==> src/logic/fpklc_pkg.sv <==
// constants, types and register map of the front panel key and lamp control
package fpklc_pkg;
  // clock and time base
  localparam int CLK_HZ = 125_000_000;
  localparam int TICK_MS = 1;
  localparam int MS_TICK_CYCLES = CLK_HZ / 1000 * TICK_MS;
  // keys
  localparam int NUM_KEYS = 8;
  localparam int K_RUN = 0;
  localparam int K_RESET = 1;
  localparam int K_CONFIRM = 2;
  localparam int K_VIEW = 3;
  localparam int K_UP = 4;
  localparam int K_DOWN = 5;
  localparam int K_PATTERN = 6;
  localparam int K_MODE = 7;
  // hold counter width in bits, then debounce, hold and repeat times in ms
  localparam int HOLD_W = 13;
  localparam int DEBOUNCE_MS = 20;
  localparam int RUN_HOLD_MS = 2000;
  localparam int MENU_HOLD_MS = 3000;
  localparam int REPEAT_DELAY_MS = 500;
  localparam int REPEAT_SLOW_MS = 200;
  localparam int REPEAT_MID_MS = 100;
  localparam int REPEAT_FAST_MS = 40;
  localparam int REPEAT_MID_AT_MS = 1500;
  localparam int REPEAT_FAST_AT_MS = 3000;
  // contact inputs
  localparam int NUM_CONTACTS = 7;
  localparam int CONTACT_STABLE_SAMPLES = 3;
  localparam int SAMPLE_MS = 100;
  localparam int C_RUN = 0;
  localparam int C_RESET = 1;
  localparam logic [7:0] CONTACT_ENABLE_CODE = 8'h02;
  // views and menu
  localparam int OPER_VIEWS = 4;
  localparam int NUM_PATTERNS = 30;
  localparam logic [3:0] MENU_ENTRIES = 4'hF;
  // register map
  localparam logic [7:0] REG_CTRL = 8'h00;
  localparam logic [7:0] REG_STATUS = 8'h04;
  localparam logic [7:0] REG_EVENT = 8'h08;
  localparam logic [31:0] CTRL_RESET = 32'h0000_0000;
  localparam int CTRL_ENABLE_LSB = 0;
  localparam int CTRL_SWITCHED_BIT = 8;
  localparam int ST_VIEW_LSB = 0;
  localparam int ST_OPER_LSB = 4;
  localparam int ST_PATTERN_LSB = 8;
  localparam int ST_CONTACT_LSB = 16;
  localparam int ST_MENU_LSB = 24;
  localparam int EV_RUN = 0;
  localparam int EV_STOP = 1;
  localparam int EV_MENU = 2;
  localparam int EV_COMMIT = 3;
  localparam int EV_PATTERN = 4;
  localparam int EV_CONTACT = 5;
  localparam int NUM_EVENTS = 6;
  localparam logic [1:0] RESP_OKAY = 2'h0;
  localparam logic [1:0] RESP_SLVERR = 2'h2;

  typedef enum logic [2:0] {
    VIEW_OPER = 3'b000,
    VIEW_MENU_TOP = 3'b001,
    VIEW_MENU_SUB = 3'b010,
    VIEW_PARAM = 3'b011,
    VIEW_MODE_SEL = 3'b100
  } fpklc_view_t;

  typedef struct packed {
    logic trend_rise;
    logic trend_const;
    logic trend_fall;
    logic [1:0] measured_event;
    logic [3:0] time_event;
    logic alarm_one;
    logic program_mode;
    logic reset_mode;
    logic hold_mode;
    logic local_mode;
    logic manual_mode;
    logic second_manual;
    logic remote_setpoint;
    logic running;
    logic second_loop_shown;
    logic error_active;
  } fpklc_core_t;

  typedef struct packed {
    logic trend_up_lamp;
    logic trend_flat_lamp;
    logic trend_down_lamp;
    logic measured_event_one_lamp;
    logic measured_event_two_lamp;
    logic [3:0] timed_event_lamps;
    logic alarm_one_lamp;
    logic program_mode_lamp;
    logic reset_mode_lamp;
    logic hold_mode_lamp;
    logic station_mode_lamp;
    logic hand_operation_lamp;
    logic second_hand_lamp;
    logic remote_setpoint_lamp;
    logic second_input_lamp;
    logic show_error_code;
  } fpklc_lamp_t;

  typedef struct packed {
    logic run_cmd;
    logic stop_cmd;
    logic value_inc;
    logic value_dec;
    logic commit_value;
    logic next_param;
    logic menu_next;
    logic menu_prev;
  } fpklc_cmd_t;
endpackage

==> src/logic/fpklc_front_panel.sv <==
// front panel key decoding, view control, lamp drive and register slave
//
// Register access over AXI4-Lite and the address map were chosen for this implementation.
`timescale 1ns/1ps
// Notes on behaviour
// - run key held over 2 s in operating view issues run command
// - reset key held over 2 s in operating view issues stop command
// - confirm key held over 3 s toggles operating view and top menu
// - short confirm press commits an edited value or advances parameter
// - view-cycle key in operating view steps to next operating view
// - view-cycle key in other views goes back exactly one level
// - at most three view-cycle presses return to operating view
// - down decrements, up increments value on value-setting views
// - held up/down keys repeat at a rate that rises over time
// - up/down move between menu entries on top menu or submenu
// - pattern key changes pattern only when stopped in operating view
// - three trend lamps one-hot: rising, constant, falling
// - measured-event lamps follow measured events one and two
// - four time-event lamps follow time events one to four
// - alarm lamp lit exactly while instrument alarm one active
// - program, reset and hold lamps follow controller state
// - station lamp follows local mode, hand lamp follows manual mode
// - second-hand and remote-setpoint lamps unlit in switched-input setup
// - second-input lamp lit only when second loop shown, never if switched
// - mode key opens the mode selection view
// - error replaces measured value with an error code
// - contact inputs act only when enable parameter equals 2
// - contact change accepted after three stable sampling periods
module fpklc_front_panel
  import fpklc_pkg::*;
#(
  parameter int TICK_CYCLES = MS_TICK_CYCLES,
  parameter int SAMPLE_PERIOD_MS = SAMPLE_MS,
  parameter int PATTERNS = NUM_PATTERNS,
  parameter int VIEWS = OPER_VIEWS
) (
  // clock and reset
  input wire logic aclk,
  input wire logic aresetn,
  // axi4-lite write
  input wire logic [7:0] s_axi_awaddr,
  input wire logic s_axi_awvalid,
  output logic s_axi_awready,
  input wire logic [31:0] s_axi_wdata,
  input wire logic [3:0] s_axi_wstrb,
  input wire logic s_axi_wvalid,
  output logic s_axi_wready,
  output logic [1:0] s_axi_bresp,
  output logic s_axi_bvalid,
  input wire logic s_axi_bready,
  // axi4-lite read
  input wire logic [7:0] s_axi_araddr,
  input wire logic s_axi_arvalid,
  output logic s_axi_arready,
  output logic [31:0] s_axi_rdata,
  output logic [1:0] s_axi_rresp,
  output logic s_axi_rvalid,
  input wire logic s_axi_rready,
  // panel pins
  input wire logic [NUM_KEYS-1:0] key_pressed,
  input wire logic [NUM_CONTACTS-1:0] contact_in,
  // controller core
  input wire fpklc_core_t core,
  output fpklc_cmd_t cmd,
  output fpklc_lamp_t lamps,
  output fpklc_view_t view,
  output logic [4:0] pattern_number,
  output logic [3:0] menu_index
);
  initial begin
    if (TICK_CYCLES < 1 || SAMPLE_PERIOD_MS < 1 || PATTERNS < 1 || PATTERNS > 31 ||
        VIEWS < 1 || VIEWS > 8) begin
      $error("fpklc_front_panel: unsupported parameter value");
    end
  end

  // millisecond tick
  logic [31:0] tick_cnt;
  logic ms_tick;
  always_ff @(posedge aclk) begin
    if (!aresetn) begin
      tick_cnt <= 32'h0;
      ms_tick <= 1'b0;
    end else begin
      ms_tick <= (tick_cnt == 32'(TICK_CYCLES - 1));
      tick_cnt <= (tick_cnt == 32'(TICK_CYCLES - 1)) ? 32'h0 : tick_cnt + 32'h1;
    end
  end

  // per key synchroniser, debounce and hold timer
  logic [NUM_KEYS-1:0] key_level;
  logic [NUM_KEYS-1:0] key_prev;
  logic [NUM_KEYS-1:0] long_done;
  logic [NUM_KEYS-1:0] long_fire;
  logic [HOLD_W-1:0] key_hold [NUM_KEYS];
  localparam logic [HOLD_W-1:0] HOLD_MAX = '1;

  function automatic logic [HOLD_W-1:0] long_limit(input int k);
    if (k == K_RUN || k == K_RESET) begin
      return HOLD_W'(RUN_HOLD_MS + 1);
    end else if (k == K_CONFIRM) begin
      return HOLD_W'(MENU_HOLD_MS + 1);
    end
    return HOLD_MAX;
  endfunction

  for (genvar g = 0; g < NUM_KEYS; g++) begin : g_key
    logic sync_a;
    logic sync_b;
    logic stable;
    logic [4:0] deb;
    logic [HOLD_W-1:0] hold;
    always_ff @(posedge aclk) begin
      if (!aresetn) begin
        sync_a <= 1'b0;
        sync_b <= 1'b0;
        stable <= 1'b0;
        deb <= 5'h0;
        hold <= '0;
        long_done[g] <= 1'b0;
      end else begin
        sync_a <= key_pressed[g];
        sync_b <= sync_a;
        if (sync_b == stable) begin
          deb <= 5'h0;
        end else if (ms_tick) begin
          deb <= (deb == 5'(DEBOUNCE_MS - 1)) ? 5'h0 : deb + 5'h1;
          if (deb == 5'(DEBOUNCE_MS - 1)) begin
            stable <= sync_b;
          end
        end
        if (!stable) begin
          hold <= '0;
        end else if (ms_tick && hold != HOLD_MAX) begin
          hold <= hold + 1'b1;
        end
        if (long_fire[g]) begin
          long_done[g] <= 1'b1;
        end else if (!stable) begin
          long_done[g] <= 1'b0;
        end
      end
    end
    assign key_level[g] = stable;
    assign key_hold[g] = hold;
    assign long_fire[g] = stable && hold >= long_limit(g) && !long_done[g];
  end

  always_ff @(posedge aclk) begin
    if (!aresetn) begin
      key_prev <= '0;
    end else begin
      key_prev <= key_level;
    end
  end

  wire [NUM_KEYS-1:0] key_press = key_level & ~key_prev;
  wire [NUM_KEYS-1:0] key_short = ~key_level & key_prev & ~long_done;

  // up/down auto repeat
  logic [HOLD_W-1:0] rep_cnt;
  wire rep_key = key_level[K_UP] | key_level[K_DOWN];
  wire [HOLD_W-1:0] rep_hold = key_level[K_UP] ? key_hold[K_UP] : key_hold[K_DOWN];
  wire [HOLD_W-1:0] rep_gap = (rep_hold < HOLD_W'(REPEAT_MID_AT_MS)) ? HOLD_W'(REPEAT_SLOW_MS) :
    (rep_hold < HOLD_W'(REPEAT_FAST_AT_MS)) ? HOLD_W'(REPEAT_MID_MS) : HOLD_W'(REPEAT_FAST_MS);
  wire rep_fire = rep_key && ms_tick && rep_hold >= HOLD_W'(REPEAT_DELAY_MS) &&
    rep_cnt + 1'b1 >= rep_gap;
  always_ff @(posedge aclk) begin
    if (!aresetn || !rep_key || rep_fire) begin
      rep_cnt <= '0;
    end else if (ms_tick && rep_hold >= HOLD_W'(REPEAT_DELAY_MS)) begin
      rep_cnt <= rep_cnt + 1'b1;
    end
  end
  wire step_up = key_press[K_UP] | (rep_fire & key_level[K_UP]);
  wire step_down = key_press[K_DOWN] | (rep_fire & ~key_level[K_UP]);

  // contact inputs
  logic [NUM_CONTACTS-1:0] ct_a;
  logic [NUM_CONTACTS-1:0] ct_b;
  logic [NUM_CONTACTS-1:0] ct_cand;
  logic [NUM_CONTACTS-1:0] ct_state;
  logic [NUM_CONTACTS-1:0] ct_prev;
  logic [1:0] ct_stable_cnt;
  logic [15:0] sample_cnt;
  wire sample_tick = ms_tick && sample_cnt == 16'(SAMPLE_PERIOD_MS - 1);
  always_ff @(posedge aclk) begin
    if (!aresetn) begin
      ct_a <= '0;
      ct_b <= '0;
      ct_cand <= '0;
      ct_state <= '0;
      ct_prev <= '0;
      ct_stable_cnt <= 2'h0;
      sample_cnt <= 16'h0;
    end else begin
      ct_a <= contact_in;
      ct_b <= ct_a;
      ct_prev <= ct_state;
      if (ms_tick) begin
        sample_cnt <= sample_tick ? 16'h0 : sample_cnt + 16'h1;
      end
      if (sample_tick) begin
        ct_cand <= ct_b;
        if (ct_b != ct_cand) begin
          ct_stable_cnt <= 2'h1;
        end else if (ct_stable_cnt != 2'(CONTACT_STABLE_SAMPLES)) begin
          ct_stable_cnt <= ct_stable_cnt + 2'h1;
        end else begin
          ct_state <= ct_cand;
        end
      end
    end
  end

  // control and event registers
  logic [31:0] ctrl;
  logic [NUM_EVENTS-1:0] events;
  wire contacts_on = ctrl[CTRL_ENABLE_LSB +: 8] == CONTACT_ENABLE_CODE;
  wire switched_cfg = ctrl[CTRL_SWITCHED_BIT];
  wire ct_run = contacts_on & ct_state[C_RUN] & ~ct_prev[C_RUN];
  wire ct_reset = contacts_on & ct_state[C_RESET] & ~ct_prev[C_RESET];

  // view machine
  fpklc_view_t next_view;
  logic [2:0] oper_idx;
  logic [2:0] next_oper_idx;
  logic [3:0] next_menu_index;
  logic [4:0] next_pattern;
  logic edited;
  logic next_edited;
  fpklc_cmd_t next_cmd;
  wire in_oper = view == VIEW_OPER;
  wire menu_toggle = long_fire[K_CONFIRM];
  always_comb begin
    next_view = view;
    next_oper_idx = oper_idx;
    next_menu_index = menu_index;
    next_pattern = pattern_number;
    next_edited = edited;
    next_cmd = '0;
    next_cmd.run_cmd = (in_oper & long_fire[K_RUN]) | ct_run;
    next_cmd.stop_cmd = (in_oper & long_fire[K_RESET]) | ct_reset;
    if (menu_toggle) begin
      next_view = in_oper ? VIEW_MENU_TOP : VIEW_OPER;
      next_menu_index = 4'h0;
      next_edited = 1'b0;
    end else if (key_press[K_MODE]) begin
      next_view = VIEW_MODE_SEL;
    end else if (key_press[K_VIEW]) begin
      unique case (view)
        VIEW_OPER: next_oper_idx = (oper_idx == 3'(VIEWS - 1)) ? 3'h0 : oper_idx + 3'h1;
        VIEW_MENU_TOP: next_view = VIEW_OPER;
        VIEW_MENU_SUB: next_view = VIEW_MENU_TOP;
        VIEW_PARAM: next_view = VIEW_MENU_SUB;
        VIEW_MODE_SEL: next_view = VIEW_OPER;
        default: next_view = VIEW_OPER;
      endcase
      next_edited = 1'b0;
    end else if (key_short[K_CONFIRM]) begin
      unique case (view)
        VIEW_MENU_TOP: next_view = VIEW_MENU_SUB;
        VIEW_MENU_SUB: next_view = VIEW_PARAM;
        VIEW_PARAM: begin
          next_cmd.commit_value = edited;
          next_cmd.next_param = ~edited;
          next_edited = 1'b0;
        end
        VIEW_OPER, VIEW_MODE_SEL: next_cmd.commit_value = 1'b1;
        default: next_view = VIEW_OPER;
      endcase
    end else if (step_up || step_down) begin
      if (view == VIEW_MENU_TOP || view == VIEW_MENU_SUB) begin
        next_cmd.menu_next = step_up;
        next_cmd.menu_prev = step_down;
        next_menu_index = step_up ? menu_index + 4'h1 : menu_index - 4'h1;
        if (step_up && menu_index == MENU_ENTRIES) begin
          next_menu_index = 4'h0;
        end
      end else begin
        next_cmd.value_inc = step_up;
        next_cmd.value_dec = step_down;
        next_edited = 1'b1;
      end
    end else if (key_press[K_PATTERN] && in_oper && !core.running) begin
      next_pattern = (pattern_number == 5'(PATTERNS)) ? 5'h1 : pattern_number + 5'h1;
    end
  end

  always_ff @(posedge aclk) begin
    if (!aresetn) begin
      view <= VIEW_OPER;
      oper_idx <= 3'h0;
      menu_index <= 4'h0;
      pattern_number <= 5'h1;
      edited <= 1'b0;
      cmd <= '0;
    end else begin
      view <= next_view;
      oper_idx <= next_oper_idx;
      menu_index <= next_menu_index;
      pattern_number <= next_pattern;
      edited <= next_edited;
      cmd <= next_cmd;
    end
  end

  // lamps
  fpklc_lamp_t next_lamps;
  always_comb begin
    next_lamps = '0;
    next_lamps.trend_up_lamp = core.trend_rise;
    next_lamps.trend_flat_lamp = core.trend_const & ~core.trend_rise;
    next_lamps.trend_down_lamp = core.trend_fall & ~core.trend_rise & ~core.trend_const;
    next_lamps.measured_event_one_lamp = core.measured_event[0];
    next_lamps.measured_event_two_lamp = core.measured_event[1];
    next_lamps.timed_event_lamps = core.time_event;
    next_lamps.alarm_one_lamp = core.alarm_one;
    next_lamps.program_mode_lamp = core.program_mode;
    next_lamps.reset_mode_lamp = core.reset_mode;
    next_lamps.hold_mode_lamp = core.hold_mode;
    next_lamps.station_mode_lamp = core.local_mode;
    next_lamps.hand_operation_lamp = core.manual_mode;
    next_lamps.second_hand_lamp = core.second_manual & ~switched_cfg;
    next_lamps.remote_setpoint_lamp = core.remote_setpoint & ~switched_cfg;
    next_lamps.second_input_lamp = core.second_loop_shown & ~switched_cfg;
    next_lamps.show_error_code = core.error_active;
  end
  always_ff @(posedge aclk) begin
    if (!aresetn) begin
      lamps <= '0;
    end else begin
      lamps <= next_lamps;
    end
  end

  // axi4-lite slave
  logic aw_held;
  logic w_held;
  logic [7:0] wr_addr;
  logic [31:0] wr_data;
  logic [3:0] wr_strb;
  wire aw_take = s_axi_awvalid & s_axi_awready;
  wire w_take = s_axi_wvalid & s_axi_wready;
  wire do_write = aw_held & w_held & ~s_axi_bvalid;
  wire wr_ctrl = do_write && wr_addr == REG_CTRL;
  wire wr_event = do_write && wr_addr == REG_EVENT && wr_strb[0];
  wire wr_known = wr_addr == REG_CTRL || wr_addr == REG_STATUS || wr_addr == REG_EVENT;
  wire [NUM_EVENTS-1:0] ev_set = {ct_state != ct_prev, next_pattern != pattern_number,
    next_cmd.commit_value, menu_toggle, next_cmd.stop_cmd, next_cmd.run_cmd};
  wire [NUM_EVENTS-1:0] ev_clr = wr_event ? wr_data[NUM_EVENTS-1:0] : '0;
  wire [31:0] status_word = {4'h0, menu_index, 1'b0, ct_state, 3'h0, pattern_number,
    1'b0, oper_idx, 1'b0, view};
  wire [31:0] rd_word = (s_axi_araddr == REG_CTRL) ? ctrl :
    (s_axi_araddr == REG_STATUS) ? status_word :
    (s_axi_araddr == REG_EVENT) ? {26'h0, events} : 32'h0;
  wire rd_known = s_axi_araddr == REG_CTRL || s_axi_araddr == REG_STATUS ||
    s_axi_araddr == REG_EVENT;

  always_ff @(posedge aclk) begin
    if (!aresetn) begin
      ctrl <= CTRL_RESET;
      events <= '0;
    end else begin
      events <= (events & ~ev_clr) | ev_set;
      for (int b = 0; b < 4; b++) begin
        if (wr_ctrl && wr_strb[b]) begin
          ctrl[8*b +: 8] <= wr_data[8*b +: 8];
        end
      end
    end
  end

  always_ff @(posedge aclk) begin
    if (!aresetn) begin
      aw_held <= 1'b0;
      w_held <= 1'b0;
      wr_addr <= 8'h0;
      wr_data <= 32'h0;
      wr_strb <= 4'h0;
      s_axi_awready <= 1'b1;
      s_axi_wready <= 1'b1;
      s_axi_bvalid <= 1'b0;
      s_axi_bresp <= RESP_OKAY;
    end else begin
      if (aw_take) begin
        aw_held <= 1'b1;
        wr_addr <= {s_axi_awaddr[7:2], 2'b00};
        s_axi_awready <= 1'b0;
      end
      if (w_take) begin
        w_held <= 1'b1;
        wr_data <= s_axi_wdata;
        wr_strb <= s_axi_wstrb;
        s_axi_wready <= 1'b0;
      end
      if (do_write) begin
        aw_held <= 1'b0;
        w_held <= 1'b0;
        s_axi_bvalid <= 1'b1;
        s_axi_bresp <= wr_known ? RESP_OKAY : RESP_SLVERR;
      end
      if (s_axi_bvalid && s_axi_bready) begin
        s_axi_bvalid <= 1'b0;
        s_axi_awready <= 1'b1;
        s_axi_wready <= 1'b1;
      end
    end
  end

  always_ff @(posedge aclk) begin
    if (!aresetn) begin
      s_axi_arready <= 1'b1;
      s_axi_rvalid <= 1'b0;
      s_axi_rdata <= 32'h0;
      s_axi_rresp <= RESP_OKAY;
    end else if (s_axi_arvalid && s_axi_arready) begin
      s_axi_arready <= 1'b0;
      s_axi_rvalid <= 1'b1;
      s_axi_rdata <= rd_word;
      s_axi_rresp <= rd_known ? RESP_OKAY : RESP_SLVERR;
    end else if (s_axi_rvalid && s_axi_rready) begin
      s_axi_rvalid <= 1'b0;
      s_axi_arready <= 1'b1;
    end
  end
endmodule

==> config.mk <==
export PLATFORM = sky130hd
export DESIGN_NAME = fpklc_front_panel
export DESIGN_NICKNAME = d
export VERILOG_FILES = /design/src/logic/fpklc_pkg.sv /design/src/logic/fpklc_front_panel.sv
export SDC_FILE = /design/constraint.sdc
export NUM_CORES = 1
export LEC_CHECK = 0
export ABC_AREA = 0
export ABC_CLOCK_PERIOD_IN_PS = 3800
export BUFFER_PORTS_ARGS = -buffer_cell sky130_fd_sc_hd__buf_4
export CORE_MARGIN = 2
export CORE_UTILIZATION = 55
export CTS_BUF_LIST = sky130_fd_sc_hd__clkbuf_8
export CTS_CLUSTER_DIAMETER = 120
export CTS_CLUSTER_SIZE = 12
export DETAILED_ROUTE_END_ITERATION = 7
export PLACE_DENSITY = 0.74
export SYNTH_ARGS = -nofsm -noshare
export SYNTH_HDL_FRONTEND = slang
export SYNTH_SLANG_ARGS = --single-unit
==> constraint.sdc <==
create_clock -name aclk -period 3.8 [get_ports aclk]
set_input_delay 0.57 -clock aclk [delete_from_list [all_inputs] [get_ports aclk]]
set_output_delay 0.57 -clock aclk [all_outputs]
set_load 0.005 [all_outputs]
* Word-level counts from Yosys, hierarchy flattened *
Cells that the tools add are included.

storage, ports and cells
  flip-flop bits (word level) = 405
  output and inout bits = 80

operators by class
  equality and inequality tests = 46
  order comparisons = 7
  muxes and demuxes = 61
  $add $sub $neg = 21
  bitwise logic cells = 58
  reductions and logical operators = 86

operators by type and width
  cell                                                                                   count
  13-bit by 1-bit adder with 13-bit output, second input constant                        6
  5-bit two-way mux                                                                      15
  13-bit inequality test, second input constant                                          5
  5-bit by 1-bit adder with 5-bit output, second input constant                          9
  5-bit equality test, second input constant                                             9
  32-bit by 1-bit adder with 32-bit output, second input constant                        1
  32-bit by 17-bit equality test with 1-bit output, second input constant                1
  32-bit two-way mux                                                                     1
  3-bit AND reduction                                                                    10
  1-bit logical AND                                                                      29
  28-bit two-way mux                                                                     1
  13-bit by 11-bit greater-or-equal comparator with 1-bit output, second input constant  2
  1-bit inverter                                                                         26
  2-bit OR reduction                                                                     13
  4-bit two-way mux                                                                      5
  1-bit AND                                                                              18
  3-bit case mux with 3 select lines                                                     2
  1-bit two-way mux                                                                      17
  16-bit by 1-bit adder with 16-bit output, second input constant                        1
  16-bit by 7-bit equality test with 1-bit output, second input constant                 1
  8-bit logical NOT                                                                      2
  16-bit two-way mux                                                                     1
  2-bit two-way mux                                                                      8
  3-bit two-way mux                                                                      5
  other kinds (52)                                                                       91

* Longest topological paths before layout *
Gate-level depths: netlist of the first run.

  word-level depth = 16
  mapped depth = 22
  mapped depth without buffers = 20

* Least setup slack after synthesis of the first run *
OpenSTA, ideal clock, no wires.

  path type = reg-to-reg
  start = register g_key[4].stable
  end = register menu_index[3]
  data arrival time = 4043 ps
  setup slack = -367 ps
  library setup time = 124 ps
  cell stages (with the launch flop) = 22
  required time = 3676 ps
  path buffers = 3
  period minus slack after synthesis = 4167 ps
  cells stage by stage = dfxtp_1 > clkbuf_1 > clkbuf_1 > a22oi_1 > a221oi_1 > o22ai_1 > inv_1 > nor2_1 > ha_1 > nor2b_1 > a311o_2 > o2111ai_1 > nand4_1 > and2_2 > buf_6 > inv_1 > ha_1 > a21o_1 > a21oi_1 > o31ai_1 > a31oi_1 > o31ai_1

between the ends
  longest elaborated chain between the ends = 10
  elaborated cells on any way between the ends = 22
  classes of those cells = order compare: 4; mux: 5; bitwise: 7; reduce/logical: 6

RTL lines
  item                                                                              line                                                text
  from (decl)                                                                       fpklc_front_panel.sv:110                            logic stable;
  from (signal assigned)                                                            fpklc_front_panel.sv:129                            stable <= sync_b;
  13-bit two-way mux                                                                fpklc_front_panel.sv:163                            wire [HOLD_W-1:0] rep_hold = key_level[K_UP] ? key_hold[K_UP] : key_hold[K_DOWN];
  13-bit by 12-bit less-than comparator with 1-bit output                           fpklc_front_panel.sv:165                            (rep_hold < HOLD_W'(REPEAT_FAST_AT_MS)) ? HOLD_W'(REPEAT_MID_MS) : HOLD_W'(REPEAT_FAST_MS);
  7-bit two-way mux                                                                 fpklc_front_panel.sv:165
  8-bit two-way mux                                                                 fpklc_front_panel.sv:164                            wire [HOLD_W-1:0] rep_gap = (rep_hold < HOLD_W'(REPEAT_MID_AT_MS)) ? HOLD_W'(REPEAT_SLOW_MS) :
  13-bit by 8-bit greater-or-equal comparator with 1-bit output                     fpklc_front_panel.sv:167                            rep_cnt + 1'b1 >= rep_gap;
  1-bit logical AND                                                                 fpklc_front_panel.sv:166                            wire rep_fire = rep_key && ms_tick && rep_hold >= HOLD_W'(REPEAT_DELAY_MS) &&
  1-bit AND, on equally long branches                                               fpklc_front_panel.sv:175, fpklc_front_panel.sv:176
  1-bit OR, on equally long branches                                                fpklc_front_panel.sv:175, fpklc_front_panel.sv:176
  1-bit logical OR, or another cell as far along                                    fpklc_front_panel.sv:272                            end else if (step_up || step_down) begin
  5-bit AND reduction (no source line) / 4-bit two-way mux (equally long branches)  -
  to (signal assigned)                                                              fpklc_front_panel.sv:301                            menu_index <= next_menu_index;
  to (decl)                                                                         fpklc_front_panel.sv:68                             output logic [3:0] menu_index

Parallel ways exist; a longest one is shown, timed or not.
A chain may end at the register's enable or synchronous reset.

* Worst setup path after layout of the first run *
Same ends and word-level chain as after synthesis.

==> impl_summary.txt, run 1 <==
----------------------------------------------------
[Run status]
  Outcome ... finished, final reports clean

[Timing]
  Shortest clock period the worst path allows after layout ... 3.635 ns
  Final cycle utilization of the critical path ... 95.65%
  Setup violations, final ... 0
  Hold violation count in the final report ... 0
  Slew Limit Headroom ... 24.19%
  Worst Skew ... 0.03124 ns
  Number of pins exceeding their max-slew limit in the final report ... 0
  Actual transition at the worst max-transition pin ... 1.134 ns
  Setup ws final ... 0.1652 ns
  Highest attainable clock frequency ... 0.2751 GHz

[Setup path]
  Critical Path, Cell by Cell ... buf_6 > nor2_4 > a22oi_2 > a221oi_2 > o22ai_2 > inv_2 > nor2_1 > ha_1 > nor2b_1 > a311o_2 > o2111ai_2 > nand4_1 > and2_4 > inv_2 > ha_1 > a21o_1 > a21oi_4 > a31oi_1 > a31oi_1 > o31ai_1
  Critical path endpoint category ... flop
  Arrival time of data at the critical path endpoint ... 4.08 ns
  Type of the setup path with the least slack ... reg2reg
  CP Buf/Inv Count ... 3
  Worst-path maximum fanout ... 6
  Required @ worst endpoint ... 4.24 ns
  Maximum cell stage delay along the critical path ... 0.38 ns
  Standard cell with the maximum stage delay on the critical path ... sky130_fd_sc_hd__dfxtp_4
  Startpoint kind of the worst setup timing path ... flop
  CP top delay family ... compound AO/OA/AOI/OAI gates

[Logic synthesis]
  Seq/Total Area, Yosys ... 47.43%
  Biggest area consumer among synthesized cells ... sky130_fd_sc_hd__dfxtp_1
  Ys flop type ... sky130_fd_sc_hd__dfxtp_1
  Cell area after technology mapping ... 16,920 um2
  Number of warnings reported in the yosys synthesis log ... 0
  Syn Inst Count ... 1,906
  Count leader, synth ... sky130_fd_sc_hd__dfxtp_1
  Post-synthesis cell type count ... 71
  Average footprint of a synthesized cell ... 8.879 um2
  Yosys reg bits ... 401
  Area contributors post-synth ... sky130_fd_sc_hd__dfxtp_1 47%, sky130_fd_sc_hd__nand2_1 5.5%, sky130_fd_sc_hd__xor2_1 5.2%
  Commonest cells in the netlist ... 401 x sky130_fd_sc_hd__dfxtp_1, 250 x sky130_fd_sc_hd__nand2_1, 211 x sky130_fd_sc_hd__nor2_1
  Count of flip-flops with a built-in enable after synthesis ... 0
  Fraction of synthesized cell area taken by the top area cell type ... 47.43%
  Proportion of synthesized flip-flops having asynchronous set or reset ... 0%

[Placement]
  Count of input and output buffers ... 169
  Number of placed instances with taps included ... 2,411
  Worst slack at placement ... -0.1366 ns
  Global placement routability congestion ... 0.8129
  Detailed Place HPWL ... 25,560 um

[GRT]
  Global-route usage over all layers ... 22.24%
  Overflow after GRT ... 0
  Number of antenna violations at the first check in global routing ... 0
  Maximum number of pins on one net before global-route repair ... 127
  Number of global-route vias before repair ... 13,086
  Global-route wire length before repair ... 61,730 um

[Routing]
  Per-cell via count in the routed design ... 5.483
  Detailed-route wire length per cell ... 14.97 um
  DRC violation count after routing ... 0
  Detailed Route Iter0 Violations ... 741
  Vias after detailed routing ... 13,478
  Post-detailed-routing wire length ... 36,790 um
  DRT Pass-1 Iters ... 6
  Count of antenna-violating nets left after detailed routing ... 0

[Clocking]
  Buffers from clock root to sink, at most ... 3
  Clock network latency to the later pin of the worst-skew pair ... 0.57 ns
  Clock tree from TritonCTS ... done
  # hold bufs at CTS ... 0
  H-tree levels ... 2
  Cts bufs inserted ... 39
  Clock Sink Count ... 401
  Clock input transition at the sequential cells of the worst setup and hold paths ... 0.08 ns
  Buffer type at the clock tree root ... sky130_fd_sc_hd__clkbuf_8

[Power and ir drop]
  Total power density per cell area ... 363.3 nW/um2
  Leakage power summed over all cells ... 0.007175 uW
  IR Drop Worst-Case VDD ... 0.2426 mV

[Floorplanning]
  Floorplan row count ... 64
  Core Area ... 30,430 um2
  Chip Height ... 179.4 um
  Starting density of the core ... 55.62%
  Count of pins on the block boundary ... 174
  Floorplan die area ... 32,190 um2
  Die W ... 179.4 um

[Cells and area]
  Count of nets after finishing ... 2,187
  Area Growth Syn to Fin ... 13.88%
  Share of cells above drive strength 1 ... 14.21%
  Post-layout instance count excluding filler cells ... 2,458
  Antenna Cells ... 0

[Min path]
  Min-delay worst type ... in2reg

[Flow run]
  Max-cap violations ... 0

----------------------------------------------------
-- cell type report --
type / count / area [um2]
Fill cell: 2629 / 11160
Multi-Input combinational cell: 1389 / 8511
Sequential cell: 401 / 8041
Timing Repair Buffer: 202 / 1556
Clock buffer: 39 / 536.8
Tap cell: 396 / 495.5
Inverter: 28 / 105.1
Clock inverter: 3 / 26.28
-- power by group --
| part | leakage, uW | internal (uW) | switching, uW | total [uW] |
|---|---|---|---|---|
| combinational | 0.00362 | 186 | 172 | 358 |
| sequential | 0.00326 | 4270 | 50.2 | 4330 |
| clock | 0.000294 | 935 | 1380 | 2320 |
| total | 0.00718 | 5400 | 1610 | 7000 |
-- placed cells by master, fill, tap and decap left out, drive strengths merged, types with 39 or more instances in the layout --
master	n
xnor2	54
o21ai	44
a21boi	106
nand4	48
a21oi	54
nor2	211
nor2b	41
xor2	101
dfxtp	401
buf	202
clkbuf	39
and2	65
nand3	104
nand2	250
-- worst register-to-register path: stages (launching register included) --
cell,delay (ns)
sky130_fd_sc_hd__dfxtp_4,0.38
sky130_fd_sc_hd__buf_6,0.14
sky130_fd_sc_hd__nor2_4,0.10
sky130_fd_sc_hd__a22oi_2,0.08
sky130_fd_sc_hd__a221oi_2,0.29
sky130_fd_sc_hd__o22ai_2,0.15
sky130_fd_sc_hd__inv_2,0.08
sky130_fd_sc_hd__nor2_1,0.05
sky130_fd_sc_hd__ha_1,0.28
sky130_fd_sc_hd__nor2b_1,0.13
sky130_fd_sc_hd__a311o_2,0.31
sky130_fd_sc_hd__o2111ai_2,0.19
sky130_fd_sc_hd__nand4_1,0.15
sky130_fd_sc_hd__and2_4,0.19
sky130_fd_sc_hd__inv_2,0.05
sky130_fd_sc_hd__ha_1,0.22
sky130_fd_sc_hd__a21o_1,0.21
sky130_fd_sc_hd__a21oi_4,0.17
sky130_fd_sc_hd__a31oi_1,0.10
sky130_fd_sc_hd__a31oi_1,0.17
sky130_fd_sc_hd__o31ai_1,0.09
-- cell families (layout without fill, tap and decap cells) --
logic type	count (synthesis)	count (layout)	share of synthesized area, %
simple gates	885	885	25.85
buf+inv	117	272	2.854
other cells	1	2	0.02216
fa+ha+maj	32	32	2.410
mux	34	34	2.018
flops	401	401	47.43
xor+xnor	155	155	8.022
compound gates	281	281	11.39
-- registers in the layout (all words and copies together), names as in the netlist, 8 cells and up --
signal / flops
rep_cnt: 13
g_key.sync_b: 8
g_key.stable: 8
g_key.deb: 40
sample_cnt: 16
cmd: 8
ctrl: 32
lamps: 19
wr_data: 32
s_axi_rdata: 32
tick_cnt: 32
g_key.hold: 65
g_key.sync_a: 8
-- per-stage QoR --
step / area, um2 / TNS, ns / util [%] / hold slack [ns] / power [uW]
after floorplan: 16950 / 0 / - / 0.4119 / 4603
after global placement: 18590 / -0.08745 / 61.08 / 0.4204 / 4778
after detailed placement: 18590 / -0.2196 / 61.08 / 0.4194 / 4787
after CTS: 19150 / 0 / 62.95 / 0.1478 / 7075
after global routing: 19270 / -0.06421 / 63.33 / 0.1546 / 7276
final: 19270 / 0 / 63.33 / 0.1819 / 7002
-- what timing repair did --
item,4_1_cts,5_1_grt
setup endpoints to repair,2,6
pin swaps,0,7
buffers inserted,0,5
gates resized for setup,3,26
-- worst paths after layout --
check	from	to	slack, ns	cells after the start
max	g_key[4].stable	menu_index[3]	0.17	20
min	core[18]	lamps[16]	0.18	2
max reg2reg	g_key[4].stable	menu_index[3]	0.17	20
min reg2reg	g_key[3].sync_a	g_key[3].sync_b	0.44	1
-- routing by layer --
metal | vias up | track usage (%) | part of all wire (%)
met1 | 6325 | 28.94 | 45
met2 | 252 | 37.96 | 47
met3 | 80 | 3.707 | 4.5
met4 | 0 | 6.699 | 2.7
li1 | 6821 | - | -
met5 | - | 0 | 0
Note: power is estimated with default switching activity, not from simulation.
==> inputs of run 2 (changes only) <==
--- a/config.mk
+++ b/config.mk
@@ -9,12 +9,12 @@
 export ABC_CLOCK_PERIOD_IN_PS = 3800
 export BUFFER_PORTS_ARGS = -buffer_cell sky130_fd_sc_hd__buf_4
 export CORE_MARGIN = 2
-export CORE_UTILIZATION = 55
+export CORE_UTILIZATION = 35
 export CTS_BUF_LIST = sky130_fd_sc_hd__clkbuf_8
 export CTS_CLUSTER_DIAMETER = 120
 export CTS_CLUSTER_SIZE = 12
 export DETAILED_ROUTE_END_ITERATION = 7
-export PLACE_DENSITY = 0.74
+export PLACE_DENSITY = 0.5
 export SYNTH_ARGS = -nofsm -noshare
 export SYNTH_HDL_FRONTEND = slang
 export SYNTH_SLANG_ARGS = --single-unit
==> constraint.sdc (replaced) <==
create_clock -name aclk -period 3.8 [get_ports aclk]
set_input_delay 0.95 -clock aclk [delete_from_list [all_inputs] [get_ports aclk]]
set_output_delay 0.95 -clock aclk [all_outputs]
set_load 0.005 [all_outputs]
==> run 2 against run 1 <==
Wire length increased by 12%; flip-flop and latch count stayed put; global-route usage fell by 5.9 points; final cell count is 9.7% higher; critical endpoint unchanged; largest cell class unchanged.
==> impl_summary.txt, run 2 (same netlist as run 1, synthesis figures left out) <==
----------------------------------------------------
[Timing]
  Worst Skew ... 0.03168 ns
  Actual transition at the worst max-transition pin ... 1.164 ns
  Slew Limit Headroom ... 22.20%
  Number of pins exceeding their max-slew limit in the final report ... 0
  Final cycle utilization of the critical path ... 97.59%
  Hold violation count in the final report ... 0
  Shortest clock period the worst path allows after layout ... 3.708 ns
  Post-Route Hold Slack ... 0.4330 ns
  Setup violations, final ... 0
  Highest attainable clock frequency ... 0.2697 GHz
  Unrepaired setup endpoints after global routing ... true

[Routing]
  Vias after detailed routing ... 13,428
  DRC violation count after routing ... 0
  Detailed-route wire length per cell ... 15.29 um
  DRT Pass-1 Iters ... 5
  Count of antenna-violating nets left after detailed routing ... 0
  Per-cell via count in the routed design ... 4.979
  Detailed Route Iter0 Violations ... 562
  Post-detailed-routing wire length ... 41,230 um

[Setup path]
  Maximum cell stage delay along the critical path ... 0.39 ns
  Worst reg2reg path depth ... 20
  CP top delay family ... compound AO/OA/AOI/OAI gates
  Setup slack on the worst flop-to-flop path ... 0.09 ns
  Origin of the critical flop-to-flop path ... g_key[4].stable
  Arrival time of data at the critical path endpoint ... 4.20 ns
  Critical path endpoint category ... flop
  Worst-path maximum fanout ... 6
  Startpoint kind of the worst setup timing path ... flop
  Type of the setup path with the least slack ... reg2reg
  CP Buf/Inv Count ... 3
  Required @ worst endpoint ... 4.29 ns
  Standard cell with the maximum stage delay on the critical path ... sky130_fd_sc_hd__dfxtp_4
  Critical Path, Cell by Cell ... buf_6 > nand4b_1 > nand2_2 > a221oi_2 > o22ai_2 > inv_1 > nor2_1 > ha_1 > nor2b_1 > a311o_2 > o2111ai_2 > nand4_1 > and2_4 > inv_2 > ha_1 > a21o_1 > a21oi_4 > a31oi_1 > a31oi_1 > o31ai_1
  R2r endpoint ... menu_index[3]

[GRT]
  Global-route usage over all layers ... 16.33%
  Maximum number of pins on one net before global-route repair ... 78
  Number of global-route vias before repair ... 13,140
  Number of antenna violations at the first check in global routing ... 0
  Overflow after GRT ... 0
  Global-route wire length before repair ... 67,120 um

[Placement]
  Global placement routability congestion ... 0.7695
  Count of input and output buffers ... 169
  Detailed Place HPWL ... 28,960 um

[Floorplanning]
  Core Area ... 47,750 um2
  Floorplan die area ... 50,130 um2
  Die W ... 223.9 um
  Count of pins on the block boundary ... 174
  Chip Height ... 223.9 um
  Starting density of the core ... 35.45%
  Floorplan row count ... 80

[Clocking]
  Clock Sink Count ... 401
  H-tree levels ... 2
  # hold bufs at CTS ... 0
  Cts bufs inserted ... 39
  Clock tree from TritonCTS ... done
  Clock network latency to the later pin of the worst-skew pair ... 0.62 ns
  Buffers from clock root to sink, at most ... 3
  Buffer type at the clock tree root ... sky130_fd_sc_hd__clkbuf_8
  Clock input transition at the sequential cells of the worst setup and hold paths ... 0.09 ns

[Cells and area]
  Largest reg by FF count ... g_key.hold
  Most common cell after layout, fill and taps aside ... sky130_fd_sc_hd__dfxtp_1
  Share of cells above drive strength 1 ... 14.65%
  Count of nets after finishing ... 2,207
  Filler cells ... 4,852
  Final cell utilization of the core ... 41.19%
  Leading cell types in the layout, fill and taps excluded ... 399 x sky130_fd_sc_hd__dfxtp_1, 249 x sky130_fd_sc_hd__nand2_1, 218 x sky130_fd_sc_hd__buf_4, 211 x sky130_fd_sc_hd__nor2_1, 103 x sky130_fd_sc_hd__nand3_1
  Antenna Cells ... 0
  Max reg flops ... 65
  Top flop regs ... g_key.hold: 65 flops, g_key.deb: 40 flops
  Area Growth Syn to Fin ... 16.21%

[Min path]
  Min-delay worst type ... reg2reg
  Source of the worst hold timing path ... ct_a[4]
  Count of cells along the worst hold path ... 1
  Destination of the worst hold path ... ct_b[4]

[Run status]
  Outcome ... finished, final reports clean

[Power and ir drop]
  Total power density per cell area ... 360.3 nW/um2
  IR Drop Worst-Case VDD ... 0.2697 mV
  Leakage power summed over all cells ... 0.007264 uW

[Flow run]
  Max-cap violations ... 0

----------------------------------------------------
run 2: area by class of cell:
| cell class | count | area, um2 | area share (%) |
|---|---|---|---|
| Inverter | 28 | 105.1 | 0.5344 |
| Multi-Input combinational cell | 1389 | 8506 | 43.25 |
| Timing Repair Buffer | 222 | 1690 | 8.595 |
| Clock inverter | 3 | 27.53 | 0.1400 |
| Clock buffer | 39 | 536.8 | 2.729 |
| Sequential cell | 401 | 8033 | 40.84 |
| Tap cell | 615 | 769.5 | 3.912 |
run 2: worst max-delay path by stage:
stage                                from            end  cells after the start
after floorplan           g_key[4].stable  menu_index[3]                     21
after global placement    g_key[4].stable  menu_index[3]                     20
after detailed placement  g_key[4].stable  menu_index[3]                     20
after CTS                 g_key[4].stable  menu_index[3]                     20
after global routing      g_key[4].stable  menu_index[3]                     20
final                     g_key[4].stable  menu_index[3]                     20
run 2: stage by stage:
| stage | instance area, um2 | TNS (ns) | worst slack (ns) | std cells | power (uW) |
|---|---|---|---|---|---|
| 2_1_floorplan | 16950 | 0 | 0.01894 | 1907 | 4603 |
| 3_3_place_gp | 19010 | -0.2095 | -0.1471 | 2652 | 4806 |
| 3_5_place_dp | 19010 | -0.2531 | -0.1734 | 2652 | 4811 |
| 4_1_cts | 19610 | 0 | 0.01421 | 2697 | 7244 |
| 5_1_grt | 19670 | -0.1824 | -0.1701 | 2697 | 7442 |
| 6_report | 19670 | 0 | 0.09176 | 2697 | 7085 |
run 2: per-layer routing:
layer	track usage (%)	up-vias	part of all wire (%)
met5	0	-	0
met4	4.000	0	1.9
met3	3.764	51	4.4
met2	27.39	184	46
met1	21.20	6346	47
li1	-	6847	-
run 2: power breakdown:
part           switching, uW  internal, uW
clock                   1450           934
sequential              50.2          4280
combinational            188           189
total                   1690          5400
run 2: repair_timing:
item,CTS,global route
setup buffers,3,0
gates cloned,0,0
resized for setup,4,12
pin swaps,8,1
setup endpoints to repair,2,7
